### config.mk
export PLATFORM = sky130hd
export DESIGN_NAME = analog_input_diag_record
export DESIGN_NICKNAME = d
export VERILOG_FILES = /design/src/logic/diag_record_pkg.sv /design/src/logic/us_ticker.sv /design/src/logic/analog_input_diag_record.sv
export SDC_FILE = /design/constraint.sdc
export NUM_CORES = 1
export LEC_CHECK = 0
export BUFFER_PORTS_ARGS = -buffer_cell sky130_fd_sc_hd__buf_2
export CORE_MARGIN = 10
export CORE_UTILIZATION = 55
export CTS_BUF_LIST = sky130_fd_sc_hd__clkbuf_4
export CTS_CLUSTER_DIAMETER = 80
export DETAILED_ROUTE_END_ITERATION = 10
export PLACE_DENSITY = 0.86
export SLEW_MARGIN = 0
export SYNTH_ARGS = -nofsm -noshare
export SYNTH_HDL_FRONTEND = slang
export SYNTH_SLANG_ARGS = --single-unit
### constraint.sdc
create_clock -name ref_clk -period 7.67 [get_ports ref_clk]
set_clock_uncertainty 0.2 [all_clocks]
set_input_delay 1.1505 -clock ref_clk [delete_from_list [all_inputs] [get_ports ref_clk]]
set_output_delay 1.1505 -clock ref_clk [all_outputs]
set_load 0.01 [all_outputs]
### src/logic/diag_record_pkg.sv
// constants and carriers for the analog input diagnostic record
// assumes the record is read byte by byte through a record-set select and byte index
// Operation
// - set system flag bit 4 on communication error
// - set system flag bit 6 on lost interrupt
// - channel kind byte reads 71h
// - report eight diagnostic bits per channel
// - report four channels present
// - group error bits 0-3, one per channel
// - channel fault bit 0 on parameter error
// - bit 4 open wire, RTD/TC mode only
// - bit 5 on channel interrupt lost
// - bit 6 on measuring range underflow
// - bit 7 on measuring range overflow
// - timestamp captures microsecond count at event
// - microsecond counter starts zero, counts per microsecond
// - counter wraps to zero after maximum
// - summary bit 3 channel error, bit 7 parameter error
`default_nettype none
package diag_record_pkg;
	localparam int          CLK_MHZ         = 100;
	localparam int          US_NS           = 1000;
	localparam int          CLK_NS          = 10;
	localparam int          US_CYCLES       = US_NS / CLK_NS;
	localparam logic [7:0]  SET_HEAD        = 8'h00;
	localparam logic [7:0]  SET_FULL        = 8'h01;
	localparam int          HEAD_BYTES      = 4;
	localparam int          RECORD_BYTES    = 20;
	// byte offsets within the record
	localparam logic [4:0]  OFS_SUMMARY     = 5'h00;
	localparam logic [4:0]  OFS_MODCLASS    = 5'h01;
	localparam logic [4:0]  OFS_SYSFLAG     = 5'h03;
	localparam logic [4:0]  OFS_KIND        = 5'h04;
	localparam logic [4:0]  OFS_NBITS       = 5'h05;
	localparam logic [4:0]  OFS_NCH         = 5'h06;
	localparam logic [4:0]  OFS_GROUP       = 5'h07;
	localparam logic [4:0]  OFS_CHAN0       = 5'h08;
	localparam logic [4:0]  OFS_STAMP       = 5'h10;
	// field positions
	localparam int          SYS_COMM_BIT    = 4;
	localparam int          SYS_LOST_BIT    = 6;
	localparam int          SUM_CHAN_BIT    = 3;
	localparam int          SUM_PARAM_BIT   = 7;
	localparam int          CF_PARAM_BIT    = 0;
	localparam int          CF_WIRE_BIT     = 4;
	localparam int          CF_LOST_BIT     = 5;
	localparam int          CF_UNDER_BIT    = 6;
	localparam int          CF_OVER_BIT     = 7;
	// constant bytes
	localparam logic [7:0]  KIND_ANALOG_IN  = 8'h71;
	localparam logic [7:0]  DIAG_BITS       = 8'h08;
	localparam logic [7:0]  CHAN_COUNT      = 8'h04;
	localparam logic [7:0]  MODCLASS_VALUE  = 8'h15;
	localparam logic [31:0] STAMP_RESET     = 32'h0000_0000;

	typedef enum logic [1:0] {
		MODE_VOLT_CUR = 2'h0,
		MODE_RES      = 2'h1,
		MODE_RTD      = 2'h2,
		MODE_TC       = 2'h3
	} chan_mode_t;

	// per-channel fault conditions reported by the measurement side
	typedef struct packed {
		logic       paramErr;
		logic       openWire;
		logic       intrLost;
		logic       underRange;
		logic       overRange;
		chan_mode_t mode;
	} chan_cond_t;

	typedef struct packed {
		logic [4:0] index;
		logic [7:0] set;
	} rd_req_t;
endpackage
`default_nettype wire

### src/logic/us_ticker.sv
// free running microsecond counter
// assumes ref_clk at the rate in the package; wraps silently at full scale
`timescale 1ns/1ns
`default_nettype none
module us_ticker
	import diag_record_pkg::*;
#(
	parameter int DIV = US_CYCLES
) (
	// clock and reset
	input  wire logic        ref_clk,
	input  wire logic        sys_rst,
	// count
	output logic [31:0]      count
);
	initial begin
		if (DIV < 1 || DIV > 65535) $error("us_ticker: bad divider");
	end

	typedef struct packed {
		logic [15:0] div;
		logic [31:0] cnt;
	} tick_state_t;

	tick_state_t st;
	tick_state_t next_st;

	always_comb begin
		next_st = st;
		if (st.div == 16'(DIV - 1)) begin
			next_st.div = 16'h0000;
			next_st.cnt = st.cnt + 32'h0000_0001;
		end else begin
			next_st.div = st.div + 16'h0001;
		end
	end

	always_ff @(posedge ref_clk) begin
		if (sys_rst) begin
			st <= '0;
		end else begin
			st <= next_st;
		end
	end

	assign count = st.cnt;

	property p_tick_rate;
		@(posedge ref_clk) disable iff (sys_rst)
		(st.div == 16'(DIV - 1)) |=> (st.cnt == $past(st.cnt) + 32'h0000_0001);
	endproperty
	a_tick_rate: assert property (p_tick_rate) else $error("tick did not advance");

	property p_tick_hold;
		@(posedge ref_clk) disable iff (sys_rst)
		(st.div != 16'(DIV - 1)) |=> $stable(st.cnt);
	endproperty
	a_tick_hold: assert property (p_tick_hold) else $error("count moved between ticks");
endmodule
`default_nettype wire

### src/logic/analog_input_diag_record.sv
// diagnostic record of a four channel analog input module
// assumes condition inputs are synchronous to ref_clk; read index and set come from same-clock logic
`timescale 1ns/1ns
`default_nettype none
module analog_input_diag_record
	import diag_record_pkg::*;
#(
	parameter int NCH = 4
) (
	// clock and reset
	input  wire logic              ref_clk,
	input  wire logic              sys_rst,
	// module level events
	input  wire logic              commErr,
	input  wire logic              intrLostAny,
	// channel conditions
	input  wire chan_cond_t        chanCond [NCH],
	// record read port
	input  wire logic              rdStrobe,
	input  wire rd_req_t           rdReq,
	output logic                   rdValid,
	output logic                   rdError,
	output logic [7:0]             rdData,
	// raised diagnostic
	output logic                   diagEvent
);
	initial begin
		if (NCH != 4) $error("analog_input_diag_record: four channels only");
	end

	typedef struct packed {
		logic [7:0]  sysFlag;
		logic [7:0]  summary;
		logic [7:0]  group;
		logic [31:0] stamp;
		logic [NCH*8-1:0] chanFlags;
		logic        valid;
		logic        error;
		logic [7:0]  data;
		logic        event_;
	} rec_state_t;

	rec_state_t     st;
	rec_state_t     next_st;
	logic [31:0]    usCount;
	logic [7:0]     chanByte [NCH];
	logic [NCH-1:0] chanAny;
	logic [NCH-1:0] wireAllowed;

	us_ticker #(
		.DIV(US_CYCLES)
	) u_ticker (
		.ref_clk(ref_clk),
		.sys_rst(sys_rst),
		.count  (usCount)
	);

	// fault bytes are live images of the channel conditions
	genvar g;
	generate
		for (g = 0; g < NCH; g++) begin : g_chan
			assign wireAllowed[g] = (chanCond[g].mode == MODE_RTD) || (chanCond[g].mode == MODE_TC);
			always_comb begin
				chanByte[g]               = 8'h00;
				chanByte[g][CF_PARAM_BIT] = chanCond[g].paramErr;
				chanByte[g][CF_WIRE_BIT]  = chanCond[g].openWire && wireAllowed[g];
				chanByte[g][CF_LOST_BIT]  = chanCond[g].intrLost;
				chanByte[g][CF_UNDER_BIT] = chanCond[g].underRange;
				chanByte[g][CF_OVER_BIT]  = chanCond[g].overRange;
			end
			assign chanAny[g] = |chanByte[g];
		end
	endgenerate

	logic [7:0]        next_sys;
	logic [7:0]        next_group;
	logic [7:0]        next_sum;
	logic [NCH*8-1:0]  next_flags;
	logic              anyParam;

	always_comb begin
		next_sys                = 8'h00;
		next_sys[SYS_COMM_BIT]  = commErr;
		next_sys[SYS_LOST_BIT]  = intrLostAny;
		next_group              = 8'h00;
		next_group[NCH-1:0]     = chanAny;
		anyParam                = 1'b0;
		next_flags              = '0;
		for (int i = 0; i < NCH; i++) begin
			next_flags[i*8 +: 8] = chanByte[i];
			anyParam             = anyParam | chanByte[i][CF_PARAM_BIT];
		end
		next_sum                = 8'h00;
		next_sum[SUM_CHAN_BIT]  = |chanAny;
		next_sum[SUM_PARAM_BIT] = anyParam;
	end

	// a diagnostic is raised when any reported flag newly rises
	logic rising;
	assign rising = |({next_sys, next_group, next_sum, next_flags} & ~{st.sysFlag, st.group, st.summary, st.chanFlags});

	function automatic logic [7:0] read_byte(input rec_state_t s, input logic [4:0] idx);
		logic [7:0] b;
		b = 8'h00;
		if (idx == OFS_SUMMARY) begin
			b = s.summary;
		end else if (idx == OFS_MODCLASS) begin
			b = MODCLASS_VALUE;
		end else if (idx == OFS_SYSFLAG) begin
			b = s.sysFlag;
		end else if (idx == OFS_KIND) begin
			b = KIND_ANALOG_IN;
		end else if (idx == OFS_NBITS) begin
			b = DIAG_BITS;
		end else if (idx == OFS_NCH) begin
			b = CHAN_COUNT;
		end else if (idx == OFS_GROUP) begin
			b = s.group;
		end else if (idx >= OFS_CHAN0 && idx < OFS_CHAN0 + 5'(NCH)) begin
			b = s.chanFlags[(idx - OFS_CHAN0) * 8 +: 8];
		end else if (idx >= OFS_STAMP) begin
			b = s.stamp[(idx - OFS_STAMP) * 8 +: 8];
		end
		return b;
	endfunction

	logic inRange;
	always_comb begin
		// head set serves only the first four bytes; full set serves the whole record
		if (rdReq.set == SET_FULL) begin
			inRange = rdReq.index < 5'(RECORD_BYTES);
		end else if (rdReq.set == SET_HEAD) begin
			inRange = rdReq.index < 5'(HEAD_BYTES);
		end else begin
			inRange = 1'b0;
		end
	end

	always_comb begin
		next_st           = st;
		next_st.sysFlag   = next_sys;
		next_st.group     = next_group;
		next_st.summary   = next_sum;
		next_st.chanFlags = next_flags;
		next_st.event_    = rising;
		if (rising) begin
			next_st.stamp = usCount;
		end
		next_st.valid = rdStrobe && inRange;
		next_st.error = rdStrobe && !inRange;
		next_st.data  = (rdStrobe && inRange) ? read_byte(st, rdReq.index) : 8'h00;
	end

	always_ff @(posedge ref_clk) begin
		if (sys_rst) begin
			st <= '0;
		end else begin
			st <= next_st;
		end
	end

	assign rdValid   = st.valid;
	assign rdError   = st.error;
	assign rdData    = st.data;
	assign diagEvent = st.event_;

	property p_comm_flag;
		@(posedge ref_clk) disable iff (sys_rst)
		commErr |=> st.sysFlag[SYS_COMM_BIT];
	endproperty
	a_comm_flag: assert property (p_comm_flag) else $error("comm flag missing");

	property p_lost_flag;
		@(posedge ref_clk) disable iff (sys_rst)
		intrLostAny |=> st.sysFlag[SYS_LOST_BIT] && !st.sysFlag[5] && !st.sysFlag[7];
	endproperty
	a_lost_flag: assert property (p_lost_flag) else $error("lost flag missing");

	property p_kind_read;
		@(posedge ref_clk) disable iff (sys_rst)
		(rdStrobe && rdReq.set == SET_FULL && rdReq.index == OFS_KIND) |=> rdValid && rdData == 8'h71;
	endproperty
	a_kind_read: assert property (p_kind_read) else $error("kind byte wrong");

	property p_nbits_read;
		@(posedge ref_clk) disable iff (sys_rst)
		(rdStrobe && rdReq.set == SET_FULL && rdReq.index == OFS_NBITS) |=> rdData == 8'h08;
	endproperty
	a_nbits_read: assert property (p_nbits_read) else $error("bit count wrong");

	property p_nch_read;
		@(posedge ref_clk) disable iff (sys_rst)
		(rdStrobe && rdReq.set == SET_FULL && rdReq.index == OFS_NCH) |=> rdData == 8'h04;
	endproperty
	a_nch_read: assert property (p_nch_read) else $error("channel count wrong");

	property p_wire_mode;
		@(posedge ref_clk) disable iff (sys_rst)
		(chanCond[1].openWire && chanCond[1].mode != MODE_RTD && chanCond[1].mode != MODE_TC)
			|=> !st.chanFlags[8 + CF_WIRE_BIT];
	endproperty
	a_wire_mode: assert property (p_wire_mode) else $error("open wire outside RTD/TC");

	property p_group_follows;
		@(posedge ref_clk) disable iff (sys_rst)
		1'b1 |=> st.group[0] == $past(chanCond[0].paramErr || chanCond[0].intrLost || chanCond[0].underRange
			|| chanCond[0].overRange || (chanCond[0].openWire && chanCond[0].mode inside {MODE_RTD, MODE_TC}));
	endproperty
	a_group_follows: assert property (p_group_follows) else $error("group bit mismatch");

	property p_stamp_capture;
		@(posedge ref_clk) disable iff (sys_rst)
		rising |=> diagEvent && st.stamp == $past(usCount);
	endproperty
	a_stamp_capture: assert property (p_stamp_capture) else $error("stamp not captured");

	property p_head_limit;
		@(posedge ref_clk) disable iff (sys_rst)
		(rdStrobe && rdReq.set == SET_HEAD && rdReq.index >= 5'(HEAD_BYTES)) |=> rdError && !rdValid;
	endproperty
	a_head_limit: assert property (p_head_limit) else $error("head set overran");

	property p_summary;
		@(posedge ref_clk) disable iff (sys_rst)
		chanCond[0].paramErr |=> st.summary[SUM_PARAM_BIT] && st.summary[SUM_CHAN_BIT];
	endproperty
	a_summary: assert property (p_summary) else $error("summary flags wrong");

	property p_param_bit;
		@(posedge ref_clk) disable iff (sys_rst)
		chanCond[0].paramErr |=> st.chanFlags[CF_PARAM_BIT];
	endproperty
	a_param_bit: assert property (p_param_bit) else $error("parameter fault bit missing");

	property p_wire_rtd;
		@(posedge ref_clk) disable iff (sys_rst)
		(chanCond[1].openWire && chanCond[1].mode == MODE_RTD) |=> st.chanFlags[8 + CF_WIRE_BIT];
	endproperty
	a_wire_rtd: assert property (p_wire_rtd) else $error("open wire missing in RTD mode");

	property p_wire_tc;
		@(posedge ref_clk) disable iff (sys_rst)
		(chanCond[1].openWire && chanCond[1].mode == MODE_TC) |=> st.chanFlags[8 + CF_WIRE_BIT];
	endproperty
	a_wire_tc: assert property (p_wire_tc) else $error("open wire missing in TC mode");

	property p_lost_bit;
		@(posedge ref_clk) disable iff (sys_rst)
		chanCond[1].intrLost |=> st.chanFlags[8 + CF_LOST_BIT];
	endproperty
	a_lost_bit: assert property (p_lost_bit) else $error("channel lost bit missing");

	property p_under_bit;
		@(posedge ref_clk) disable iff (sys_rst)
		chanCond[2].underRange |=> st.chanFlags[16 + CF_UNDER_BIT];
	endproperty
	a_under_bit: assert property (p_under_bit) else $error("underflow bit missing");

	property p_over_bit;
		@(posedge ref_clk) disable iff (sys_rst)
		chanCond[3].overRange |=> st.chanFlags[24 + CF_OVER_BIT];
	endproperty
	a_over_bit: assert property (p_over_bit) else $error("overflow bit missing");

	property p_group_any;
		@(posedge ref_clk) disable iff (sys_rst)
		chanCond[3].overRange |=> st.group[3];
	endproperty
	a_group_any: assert property (p_group_any) else $error("group bit 3 missing");

	property p_comm_clear;
		@(posedge ref_clk) disable iff (sys_rst)
		!commErr |=> !st.sysFlag[SYS_COMM_BIT];
	endproperty
	a_comm_clear: assert property (p_comm_clear) else $error("comm flag stuck");

	property p_chan_summary;
		@(posedge ref_clk) disable iff (sys_rst)
		chanCond[2].underRange |=> st.summary[SUM_CHAN_BIT];
	endproperty
	a_chan_summary: assert property (p_chan_summary) else $error("summary channel bit missing");

	property p_stamp_hold;
		@(posedge ref_clk) disable iff (sys_rst)
		!rising |=> $stable(st.stamp);
	endproperty
	a_stamp_hold: assert property (p_stamp_hold) else $error("stamp moved without event");

	property p_event_pulse;
		@(posedge ref_clk) disable iff (sys_rst)
		!rising |=> !diagEvent;
	endproperty
	a_event_pulse: assert property (p_event_pulse) else $error("event without new flag");

	property p_refused_data;
		@(posedge ref_clk) disable iff (sys_rst)
		(rdStrobe && !inRange) |=> rdError && !rdValid && rdData == 8'h00;
	endproperty
	a_refused_data: assert property (p_refused_data) else $error("refused read not flagged");

	property p_set_invalid;
		@(posedge ref_clk) disable iff (sys_rst)
		(rdStrobe && rdReq.set != SET_HEAD && rdReq.set != SET_FULL) |=> rdError && !rdValid;
	endproperty
	a_set_invalid: assert property (p_set_invalid) else $error("unknown set answered");

	property p_stamp_byte;
		@(posedge ref_clk) disable iff (sys_rst)
		(rdStrobe && rdReq.set == SET_FULL && rdReq.index == OFS_STAMP) |=> rdValid && rdData == $past(st.stamp[7:0]);
	endproperty
	a_stamp_byte: assert property (p_stamp_byte) else $error("stamp low byte wrong");
endmodule
`default_nettype wire

==> run metrics <==
Syn Nets 663; vias 4429; GRT Resource Usage Total 0.1716; crit path time final 3072 ps; Mapped Cells 615; port bufs 52; DR pass1 iterations 5; synthesized flop and latch total 119; Seq/Total Area, Yosys 0.4257; antenna viol nets, final 0; vias in the first global route 4414; fin crit share 0.4005; final instance area 0.006152 sq mm; hold crit path type reg -> reg; residual overflow from global routing 0; post-synthesis cell type count 45; P per Cell Area 195.2 mW/mm^2; Synth area leaders dfxtp_1, nand2b_1, mux2i_1; H-tree depth 4; largest net degree at the start of global routing 129; CTS buffer count 17; DRC viols 0; postcts setup bufs 0; clock root buffer clkbuf_4; Core Region 0.009864 sq mm; Clock Tree Buf Depth 2; Seq pwr share 0.527; slowest stage cell, crit path o2111a_2; Synth Flop Type dfxtp_1; Final Hold Viols 0; RSZ-0062 raised after global routing false; Sum Neg Setup Slack 0 ps; CP Class in -> reg; worst slew pin tran 1029 ps; RD Place Congestion 0.8490; post-cts resize count 0; final setup violation count 0; top cell family by delay on the critical path compound AO/OA/AOI/OAI gates; outcome finished clean; leakage power 2.122 nW; drt initial violations 509; Post-CTS Hold Buffers 0; Synth top area share 0.4257; vias per inst 5.592; post-layout net count 693; Crit. End Element flop; synthesis-to-finish area growth 9.926%; clk sinks 119; Slew Limit Headroom 0.3140; first-pass GRT wire length 20.63 mm; Fillers 794; Clock transition at path regs 110 ps; register area 0.002382 sq mm; Max Cap Violations 0; Async SR Flop Fraction 0; Post-synth EDFFs 0; maximum clock frequency 325.5 MHz; dpl cells 759; Sw Share 0.2347; Syn. warnings 0; chip width 120.9 microns; initial core utilization 0.5674; row cnt 36; Final Non-Filler Cells 792; Die H 120.9 microns; # IOs 57; fin. max-slew vios 0; routed len/inst 15.72 microns; Clk pwr share 0.412; share of layout cells above drive strength 1 0.1535; crit path buf inv count 1; die area 0.01461 sq mm; crit path DAT 3290 ps; worst stage delay on the critical path 960 ps; Internal 0.0009190 W; dpl cell area 0.005832 sq mm; worst skew pair latency 510 ps; part of the power in combinational logic 0.061; peak supply drop 0.0001381 V; Mapped Avg Cell Area 9.100 sq um; area of the multi-input gates 0.002940 sq mm; sw power 0.0002819 W; post-synth top area cell dfxtp_1; CP required 7890 ps; worst-path cell chain buf_2 > nor2_1 > a31oi_1 > a2111oi_0 > o2111a_2 > mux2i_1; drt total wl 12.45 mm; Worst setup SP type input pin; post-synthesis cell area 0.005597 sq mm; crit-path max FO 33; DP Wirelength 8.736 mm; TritonCTS clock tree built; initial antenna violation count 1
routing by layer:
metal / up-vias / GRT usage / share of wire
met5: - / 0 / 0
met4: 0 / 0.07164 / 0.019
met3: 19 / 0.04979 / 0.074
met2: 161 / 0.2912 / 0.49
met1: 2058 / 0.1975 / 0.42
li1: 2191 / - / -
cell families (layout without fill, tap and decap cells):
group,Yosys count,after routing,synth area share
compound gates,61,61,0.06550
xor+xnor,35,35,0.05477
fa+ha+maj,3,3,0.006259
buf+inv,62,105,0.04918
flops,119,119,0.4257
mux,45,45,0.1095
other cells,0,1,0
simple gates,290,290,0.2891
per-stage QoR:
step	hold WS (ps)	setup WS (ps)	util	power [W]
after floorplan	229.8	4700	-	0.0006948
after global placement	241.5	4168	0.5912	0.0007176
after CTS	282.2	4615	0.6234	0.001207
after detailed placement	252.4	4094	0.5912	0.0007195
final	277.0	4598	0.6237	0.001201
after global routing	311.4	4452	0.6237	0.001244
cell usage in the layout, fill, tap and decap left out, types with 20 or more instances in the layout:
cell type / count
a21oi_1: 23
nand2b_1: 79
nand2_1: 27
mux2i_1: 32
nand3_1: 27
xnor2_1: 24
inv_1: 20
dfxtp_1: 119
nor2_1: 68
buf_2: 52
flip-flops by register name, summed over array words and instances, names as in the netlist:
signal / flops
u_ticker.count: 32
diagEvent: 1
rdData: 8
rdError: 1
u_ticker.st: 16
rdValid: 1
st: 60
path summary, 6_finish.rpt:
kind / start / end / slack, ps / cells after the start
max: chanCond[20] / st[60] / 4600 / 6
min: u_ticker.st[32] / u_ticker.st[32] / 280 / 1
max reg2reg: u_ticker.st[32] / u_ticker.count[27] / 4890 / 6
min reg2reg: u_ticker.st[32] / u_ticker.st[32] / 280 / 1
cell type report:
class / count / area share
Antenna cell: 1 / 0.0004068
Timing Repair Buffer: 53 / 0.04352
Tap cell: 133 / 0.02705
Clock inverter: 14 / 0.02969
Clock buffer: 18 / 0.02196
Inverter: 20 / 0.01220
Sequential cell: 119 / 0.3872
Multi-Input combinational cell: 434 / 0.4779
worst reg2reg max path: cells and delay by family, from the launching register on:
family	cells	cell delay [ps]
AND/OR/NAND/NOR	4	1710
adder cells (fa/ha/maj)	1	230
AO/OA/AOI/OAI	1	160
flip-flops	1	400
cells in the mapped netlist, types with 2 or more instances:
cell type  instances
nor2_1            68
and4_1             7
and2_1             2
o31ai_1            2
a31oi_1           11
xor2_1            11
buf_4              8
nor4_4             2
a21oi_1           23
mux2i_1           32
nand2_1           27
o21ai_0           13
or3_1              8
or4_1              3
ha_1               2
xnor2_1           24
nand2b_1          79
nor4_1            16
nor3_1            12
dfxtp_1          119
nor2b_1           15
and3_1             3
mux4_2            13
nand4_1           12
nor3b_1            4
clkbuf_1          28
o2111ai_1          4
buf_2              4
nand3_1           27
inv_1             20
o211ai_1           2
power by group through the flow:
stage                     Sequential (W)  Clock (W)  Combinational [W]
final                           0.000633   0.000495          0.0000728
after global routing            0.000634   0.000530          0.0000806
after CTS                       0.000633   0.000501          0.0000727
after detailed placement        0.000647          0          0.0000723
after global placement          0.000647          0          0.0000709
after floorplan                 0.000645          0          0.0000493
Note: power is estimated with default switching activity, not from simulation.
